## config.mk

```make
export PLATFORM = sky130hd
export DESIGN_NAME = paged_ext_data_ram
export DESIGN_NICKNAME = d
export VERILOG_FILES = /design/src/hdl/external_data_ram_pkg.sv /design/src/hdl/paged_ext_data_ram.sv
export SDC_FILE = /design/constraint.sdc
export NUM_CORES = 2
export LEC_CHECK = 0
export ABC_CLOCK_PERIOD_IN_PS = 5300
export CORE_ASPECT_RATIO = 0.7
export CORE_MARGIN = 8
export CORE_UTILIZATION = 35
export CTS_CLUSTER_DIAMETER = 40
export DETAILED_ROUTE_END_ITERATION = 12
export DONT_BUFFER_PORTS = 1
export PLACE_DENSITY = 0.46
export SLEW_MARGIN = 20
export SYNTH_ARGS = -nofsm -noshare
export SYNTH_HDL_FRONTEND = slang
export SYNTH_SLANG_ARGS = --single-unit
```

## constraint.sdc

```tcl
create_clock -name sys_clk -period 5.3 [get_ports sys_clk]
set_input_delay 0.53 -clock sys_clk [delete_from_list [all_inputs] [get_ports sys_clk]]
set_output_delay 0.53 -clock sys_clk [all_outputs]
set_load 0.02 [all_outputs]
```

## src/hdl/external_data_ram_pkg.sv

```systemverilog
// constants for the paged external data ram block
// assumes a single 20 MHz system clock domain
`default_nettype none
package ext_ram_pkg;
  localparam int          RAM_BYTES      = 512;
  localparam int          RAM_AW         = 9;
  localparam logic [7:0]  PAGE_REG_ADDR  = 8'haa;
  localparam logic [7:0]  PAGE_REG_RESET = 8'h00;
  localparam int          PAGE_BIT_POS   = 0;
  localparam logic [6:0]  PAGE_REG_UNUSED = 7'h00;
endpackage : ext_ram_pkg
`default_nettype wire

```

## src/hdl/paged_ext_data_ram.sv

```systemverilog
// paged external data ram: 512 bytes in the external data space
// assumes the core presents one access per strobe, synchronous to sys_clk
`default_nettype none

module paged_ext_data_ram
  import ext_ram_pkg::*;
(
  input  wire logic        sys_clk,
  input  wire logic        resetn,
  // special function register port
  input  wire logic [7:0]  sfr_addr,
  input  wire logic        sfr_wr,
  input  wire logic [7:0]  sfr_wdata,
  output logic      [7:0]  sfr_rdata,
  // external move port
  input  wire logic        xmove_en,
  input  wire logic        xmove_wr,
  input  wire logic        xmove_indirect,
  input  wire logic [15:0] data_pointer,
  input  wire logic [7:0]  xmove_reg_addr,
  input  wire logic [7:0]  xmove_wdata,
  output logic      [7:0]  xmove_rdata,
  input  wire logic        flash_write_enable,
  output logic             flash_write_req
);

  logic [7:0]        ram_r [RAM_BYTES];
  logic              page_select_bit_r;
  logic [7:0]        xmove_rdata_r;
  logic              flash_write_req_r;

  wire  [7:0]        ext_ram_page_register;
  wire  [15:0]       eff_addr;
  wire  [RAM_AW-1:0] ram_idx;
  wire               ram_wr;
  wire               page_wr;
  wire               xm_read;
  wire               xm_write;
  wire               flash_write_req_nxt;

  // true for a strobed access in the wanted direction
  function automatic logic access_of(input logic strobe,
                                     input logic want_wr,
                                     input logic is_wr);
    return strobe && (is_wr == want_wr);
  endfunction : access_of

  assign ext_ram_page_register = {PAGE_REG_UNUSED, page_select_bit_r};
  assign page_wr  = sfr_wr && (sfr_addr == PAGE_REG_ADDR);
  assign eff_addr = xmove_indirect ?
                    {ext_ram_page_register, xmove_reg_addr} :
                    data_pointer;
  assign ram_idx  = eff_addr[RAM_AW-1:0];
  assign xm_read  = access_of(xmove_en, 1'b0, xmove_wr);
  assign xm_write = access_of(xmove_en, 1'b1, xmove_wr);
  assign ram_wr   = xm_write && !flash_write_enable;
  assign flash_write_req_nxt = xm_write && flash_write_enable;
  assign sfr_rdata = (sfr_addr == PAGE_REG_ADDR) ?
                     ext_ram_page_register : 8'h00;
  assign xmove_rdata = xmove_rdata_r;
  assign flash_write_req = flash_write_req_r;

  // page register: only the select bit is stored
  always_ff @(posedge sys_clk) begin
    if (!resetn) begin
      page_select_bit_r <= PAGE_REG_RESET[PAGE_BIT_POS];
    end else if (page_wr) begin
      page_select_bit_r <= sfr_wdata[PAGE_BIT_POS];
    end
  end

  // ram array, no reset on contents
  always_ff @(posedge sys_clk) begin
    if (ram_wr) begin
      ram_r[ram_idx] <= xmove_wdata;
    end
  end

  // read data holds between reads; flash request lasts one cycle
  always_ff @(posedge sys_clk) begin
    if (!resetn) begin
      xmove_rdata_r     <= 8'h00;
      flash_write_req_r <= 1'b0;
    end else begin
      if (xm_read) begin
        xmove_rdata_r <= ram_r[ram_idx];
      end
      flash_write_req_r <= flash_write_req_nxt;
    end
  end

  // checks
  logic [7:0]        chk_data;
  logic [RAM_AW-1:0] chk_idx;
  assign chk_data = ram_r[ram_idx];
  assign chk_idx  = ram_idx;

  property p_unused_zero;
    @(posedge sys_clk) disable iff (!resetn)
    sfr_addr == PAGE_REG_ADDR |-> sfr_rdata[7:1] == PAGE_REG_UNUSED;
  endproperty
  a_unused_zero: assert property (p_unused_zero)
    else $error("page register upper bits not zero");

  property p_reset_page;
    @(posedge sys_clk) !resetn |=> page_select_bit_r == 1'b0;
  endproperty
  a_reset_page: assert property (p_reset_page)
    else $error("page register not cleared by reset");

  property p_page_write;
    @(posedge sys_clk) disable iff (!resetn)
    page_wr |=> ext_ram_page_register == {7'h00, $past(sfr_wdata[0])};
  endproperty
  a_page_write: assert property (p_page_write)
    else $error("page select not loaded from write");

  property p_indirect_addr;
    @(posedge sys_clk) disable iff (!resetn)
    xmove_en && xmove_indirect |->
      ram_idx == {page_select_bit_r, xmove_reg_addr};
  endproperty
  a_indirect_addr: assert property (p_indirect_addr)
    else $error("indirect address wrong page");

  property p_mirror;
    @(posedge sys_clk) disable iff (!resetn)
    xmove_en && !xmove_indirect |-> ram_idx == data_pointer[8:0];
  endproperty
  a_mirror: assert property (p_mirror)
    else $error("pointer address not mirrored");

  property p_read_data;
    @(posedge sys_clk) disable iff (!resetn)
    xmove_en && !xmove_wr |=> xmove_rdata == $past(chk_data);
  endproperty
  a_read_data: assert property (p_read_data)
    else $error("read data differs from ram");

  property p_write_ram;
    @(posedge sys_clk) disable iff (!resetn)
    xmove_en && xmove_wr && !flash_write_enable |=>
      ram_r[$past(chk_idx)] == $past(xmove_wdata);
  endproperty
  a_write_ram: assert property (p_write_ram)
    else $error("ram write lost");

  property p_flash_divert;
    @(posedge sys_clk) disable iff (!resetn)
    xmove_en && xmove_wr && flash_write_enable |=>
      flash_write_req && ram_r[$past(chk_idx)] == $past(chk_data);
  endproperty
  a_flash_divert: assert property (p_flash_divert)
    else $error("flash write reached ram");

  property p_no_flash_req;
    @(posedge sys_clk) disable iff (!resetn)
    !(xmove_en && xmove_wr && flash_write_enable) |=> !flash_write_req;
  endproperty
  a_no_flash_req: assert property (p_no_flash_req)
    else $error("spurious flash write request");

  // holds, reads under flash enable, unmapped reads and write then read back
  property p_rdata_hold;
    @(posedge sys_clk) disable iff (!resetn)
    !xm_read |=> $stable(xmove_rdata);
  endproperty
  a_rdata_hold: assert property (p_rdata_hold)
    else $error("read data changed without a read");

  property p_page_hold;
    @(posedge sys_clk) disable iff (!resetn)
    !page_wr |=> $stable(page_select_bit_r);
  endproperty
  a_page_hold: assert property (p_page_hold)
    else $error("page select changed without a write");

  property p_flash_read;
    @(posedge sys_clk) disable iff (!resetn)
    xm_read && flash_write_enable |=>
      !flash_write_req && xmove_rdata == $past(chk_data);
  endproperty
  a_flash_read: assert property (p_flash_read)
    else $error("read under flash enable lost ram data");

  property p_sfr_other;
    @(posedge sys_clk) disable iff (!resetn)
    sfr_addr != PAGE_REG_ADDR |-> sfr_rdata == 8'h00;
  endproperty
  a_sfr_other: assert property (p_sfr_other)
    else $error("unmapped register read not zero");

  property p_write_read_back;
    @(posedge sys_clk) disable iff (!resetn)
    ram_wr ##1 (xm_read && ram_idx == $past(ram_idx)) |=>
      xmove_rdata == $past(xmove_wdata, 2);
  endproperty
  a_write_read_back: assert property (p_write_read_back)
    else $error("byte read back differs from byte written");

  c_indirect_wr: cover property (@(posedge sys_clk) disable iff (!resetn)
    xmove_en && xmove_wr && xmove_indirect && page_select_bit_r);
  c_pointer_rd: cover property (@(posedge sys_clk) disable iff (!resetn)
    xmove_en && !xmove_wr && !xmove_indirect && data_pointer[15:9] != 7'h00);
  c_flash_wr: cover property (@(posedge sys_clk) disable iff (!resetn)
    xmove_en && xmove_wr && flash_write_enable);
  // read under flash enable, in any page and address mode
  c_flash_rd: cover property (@(posedge sys_clk) disable iff (!resetn)
    xm_read && flash_write_enable);
  c_page_set: cover property (@(posedge sys_clk) disable iff (!resetn)
    page_wr && sfr_wdata[PAGE_BIT_POS]);

endmodule : paged_ext_data_ram
`default_nettype wire

```

==> results.txt <==
----------------------------------------------------
[Hold path]
  Min-delay worst type ... in2reg

[Clock network]
  Clock latency on the worst-skew pair ... around 0.97 ns
  Clock net sink count ... 4106
  Clock buffer count from CTS ... approximately 480
  Master cell of the clock root buffer ... sky130_fd_sc_hd__clkbuf_16
  Bufs on Longest Clock Path ... 4
  Clock slew at the register clock pins of the worst setup and hold paths ... 0.06 ns
  Clock H-tree levels ... 5
  CTS tree ... yes

[Layout]
  Area used by sequential logic in the layout ... 123200 µm²
  Share of cells above drive strength 1 ... between 10% and 20%
  Multi-input logic area ... 32680 µm²
  Layout area overhead ... 16.53%
  Number of inserted filler cells in the final layout ... 39.71k
  Finished Cell Area ... 184200 µm²
  Fin nets ... roughly 8.6k

[Logic synthesis]
  Yosys warns ... 0
  Post-synthesis area per instance ... 19.14 µm²
  Portion of the post-synthesis area used by sequential elements ... between 70% and 80%
  Post-synthesis cell area ... 158100 µm²
  Top-area cell type share of the netlist area ... between 70% and 80%
  Share of flip-flops with an asynchronous set or reset ... 0%
  Number of flops mapped to enable cells by yosys ... roughly 4k
  Number of synthesized register bits ... about 4k
  Post-synth cell types ... 57
  Cell taking the most area after synthesis ... sky130_fd_sc_hd__edfxtp_1
  Flip-flop cell with the highest count after synthesis ... sky130_fd_sc_hd__edfxtp_1
  Synth Instances ... around 8.3k
  Leading cell types by total area after synthesis ... sky130_fd_sc_hd__edfxtp_1 78%, sky130_fd_sc_hd__mux2i_1 7.9%, sky130_fd_sc_hd__mux4_2 5.8%, sky130_fd_sc_hd__o22ai_1 2.6%, sky130_fd_sc_hd__nor2_1 1.2%

[Die]
  Placement Rows ... between 200 and 250
  Vert. Die Dim ... about 580 µm
  Starting utilization of the core area ... a little over a third
  DIE WIDTH ... between 800 and 900 µm
  Die Area ... between 400000 and 500000 µm²
  Core outline area ... approximately 450000 µm²
  Number of top-level pins ... about 70

[Timing]
  Transition time at the pin with the least slew margin ... 1.468 ns
  Total Neg Setup Slack ... 0 ns
  Setup repair after global routing missed its margin ... false
  Pins over their slew limit ... 0
  Worst Clk Skew ... about 0.053 ns
  Final Hold Fails ... 0
  Period utilization ... between 70% and 80%
  Slack of the critical path ... between 1 and 1.5 ns
  Achievable clock frequency ... 236.0 MHz
  Headroom to the max-slew limit ... about 2.2%
  Setup violations, final ... 0
  Shortest clock period the worst path allows after layout ... between 4 and 5 ns

[Pwr]
  Switching part of the total power ... between 20% and 30%
  Power per Cell Area ... 401.6 nW/µm²
  P_sw ... approximately 17 mW
  Post-route total power ... roughly 74 mW
  Sequential group share of total power ... 48.3%
  Internal Pwr Total ... ~57 mW
  Leakage power total ... 59.57 nW
  Worst vdd ir ... between 0.2 and 0.3 mV
  Clock network fraction of total power ... ~46%
  Combinational share of power ... roughly 6%

[Global route]
  Wire length of the first global-routing pass ... 657700 µm
  Maximum number of pins on one net before global-route repair ... 415
  Vias in the first global route ... ~80k
  Number of antenna violations at the first check in global routing ... 46
  Total GRT Usage ... between 10% and 20%
  Grt total ovfl ... 0

[Critical path]
  Startpoint kind of the worst setup timing path ... input pin
  Worst Setup End Kind ... flip-flop
  Data arrival time at the worst-slack endpoint ... 5.10 ns
  Type of the setup path with the least slack ... in2reg
  Largest driver fanout on the critical path ... 46
  Register-to-register setup slack ... 1.52 ns
  Worst path required time ... 6.17 ns

[Job]
  Max-capacitance violation count ... 0

[Detailed routing]
  Total number of vias ... between 80k and 90k
  Average routed wire per standard cell ... between 30 and 40 µm
  Routed via count divided by cell count ... between 5 and 6
  Iter 0 DRT Violations ... 9140
  First-pass detailed-route iteration total ... 6
  Sum of routed wire length over all layers ... approximately 480000 µm
  Antenna Violating Nets Remaining ... 0
  Post-route DRC ... 0

[Placement]
  Final RePlAce weighted congestion ... around 0.76
  Port Buffers ... 0
  DP Worst Slack ... roughly 0.17 ns
  DP Area ... roughly 170000 µm²
  Sum of net half-perimeters after detailed placement ... around 270000 µm

[Run status]
  Outcome ... finished, final reports clean

----------------------------------------------------
[final timing paths]
path	start	end	cells past startpoint
min reg2reg	xmove_rdata[7]	xmove_rdata[7]	2
max	xmove_indirect	xmove_rdata[1]	11
max reg2reg	page_select_bit_r	xmove_rdata[4]	8
min	xmove_wdata[4]	ram_r[178][4]	1
[worst max-delay path, stage by stage]
cell and delay [ns]:
sky130_fd_sc_hd__mux2_8 0.71, sky130_fd_sc_hd__buf_12 0.38, sky130_fd_sc_hd__buf_4 0.47, sky130_fd_sc_hd__mux2i_1 0.28
sky130_fd_sc_hd__o22ai_1 0.13, sky130_fd_sc_hd__nor4_1 0.65, sky130_fd_sc_hd__o22ai_1 0.28, sky130_fd_sc_hd__o31ai_1 0.72
sky130_fd_sc_hd__buf_4 0.27, sky130_fd_sc_hd__nand2_1 0.17, sky130_fd_sc_hd__o31a_1 0.31
[cells in the mapped netlist, types with 4 or more instances]
library cell	count
sky130_fd_sc_hd__dfxtp_1	10
sky130_fd_sc_hd__edfxtp_1	4096
sky130_fd_sc_hd__a211oi_1	4
sky130_fd_sc_hd__o31ai_1	16
sky130_fd_sc_hd__o21ai_1	5
sky130_fd_sc_hd__buf_4	75
sky130_fd_sc_hd__a22o_1	8
sky130_fd_sc_hd__buf_2	123
sky130_fd_sc_hd__mux2i_1	1244
sky130_fd_sc_hd__nor3b_1	4
sky130_fd_sc_hd__clkbuf_1	242
sky130_fd_sc_hd__nor3_1	4
sky130_fd_sc_hd__a21oi_1	347
sky130_fd_sc_hd__buf_6	28
sky130_fd_sc_hd__nor2_1	523
sky130_fd_sc_hd__or4_1	5
sky130_fd_sc_hd__o221ai_1	4
sky130_fd_sc_hd__mux4_2	404
sky130_fd_sc_hd__nand4_1	13
sky130_fd_sc_hd__nor2b_1	4
sky130_fd_sc_hd__o22ai_1	650
sky130_fd_sc_hd__o21ai_0	19
sky130_fd_sc_hd__o41ai_1	51
sky130_fd_sc_hd__a221oi_1	6
sky130_fd_sc_hd__a41oi_1	17
sky130_fd_sc_hd__or2_2	4
sky130_fd_sc_hd__nand2_1	118
sky130_fd_sc_hd__a22oi_1	57
sky130_fd_sc_hd__nor4_1	73
sky130_fd_sc_hd__buf_1	63
[layer usage]
| metal | vias to the layer above | global-route usage, % | part of all wire (%) |
|---|---|---|---|
| li1 | 34720 | - | - |
| met1 | 43691 | 28.08 | 44 |
| met2 | 3047 | 29.61 | 44 |
| met3 | 610 | 5.637 | 8.8 |
| met4 | 8 | 4.647 | 2.4 |
| met5 | - | 0 | 0.012 |
[flip-flops by register name (all words and copies together), names as in the netlist]
name	cells
xmove_rdata	8
page_select_bit_r	1
ram_r	4096
flash_write_req	1
[cell type report]
cell class	instances	area share [%]
Sequential cell	4106	66.87
Multi-Input combinational cell	3630	17.74
Clock buffer	530	6.610
Tap cell	6032	4.096
Timing Repair Buffer	377	2.457
Clock inverter	353	2.214
Antenna cell	15	0.02037
Inverter	1	0.002037
[power groups by stage]
stage               logic, mW  registers, mW  clock network (mW)
finish                   4.34           35.8                33.9
CTS                      3.97           35.8                34.4
detailed placement       3.79           36.5                   0
floorplan                2.18           36.4                   0
global route             4.55           35.7                35.7
global placement         3.70           36.5                   0
[logic make-up after synthesis]
kind of cell / Yosys count / synth area share [%]
AO/OA/AOI/OAI: 1206 / 4.719
buffers and inverters: 532 / 1.671
flip-flops: 4106 / 77.92
multiplexers: 1651 / 13.65
other: 1 / 0.002372
AND/OR/NAND/NOR: 766 / 2.031
[cells in the final DEF (no fill, tap or decap), types with 5 or more instances in the layout]
cell                            count
sky130_fd_sc_hd__o41ai_1           45
sky130_fd_sc_hd__conb_1             7
sky130_fd_sc_hd__clkinv_2          59
sky130_fd_sc_hd__a221oi_1           6
sky130_fd_sc_hd__diode_2           15
sky130_fd_sc_hd__buf_16            26
sky130_fd_sc_hd__clkinv_1          57
sky130_fd_sc_hd__o21ai_4            8
sky130_fd_sc_hd__a22oi_1           56
sky130_fd_sc_hd__inv_6             44
sky130_fd_sc_hd__dfxtp_1           10
sky130_fd_sc_hd__o31ai_1           14
sky130_fd_sc_hd__nor4_1            72
sky130_fd_sc_hd__bufinv_16         68
sky130_fd_sc_hd__nand2_4           16
sky130_fd_sc_hd__clkinv_8           8
sky130_fd_sc_hd__mux4_2           404
sky130_fd_sc_hd__o21ai_0           15
sky130_fd_sc_hd__clkbuf_1          51
sky130_fd_sc_hd__a41oi_1           17
sky130_fd_sc_hd__dlygate4sd3_1     20
sky130_fd_sc_hd__mux2i_1         1244
sky130_fd_sc_hd__o41ai_2            6
sky130_fd_sc_hd__nand4_1           13
sky130_fd_sc_hd__a21oi_1          344
sky130_fd_sc_hd__nand2_1          102
sky130_fd_sc_hd__o22ai_1          648
sky130_fd_sc_hd__nor2_1           523
sky130_fd_sc_hd__or4_1              5
sky130_fd_sc_hd__a22o_1             7
sky130_fd_sc_hd__buf_4            241
sky130_fd_sc_hd__clkinv_4          42
sky130_fd_sc_hd__clkinvlp_4        63
sky130_fd_sc_hd__buf_12            90
sky130_fd_sc_hd__clkbuf_16        479
sky130_fd_sc_hd__inv_8              9
sky130_fd_sc_hd__edfxtp_1        4096
[what timing repair did]
| action | in CTS | in global routing |
|---|---|---|
| hold buffers | 20 | 10 |
| gates resized for setup | 0 | 0 |
| endpoints found under the hold margin | 1008 | 177 |
| setup buffers | 0 | 0 |
[stage by stage]
step / utilization [%] / std cells / hold WS, ns
floorplan: - / 8268 / 0.5169
global placement: 37.13 / 14099 / 0.5597
detailed placement: 37.15 / 14102 / 0.5783
CTS: 40.84 / 15005 / 0.007912
global route: 40.96 / 15030 / 0.02498
finish: 40.96 / 15044 / 0.02881
Power figures use the tool's default switching activity.
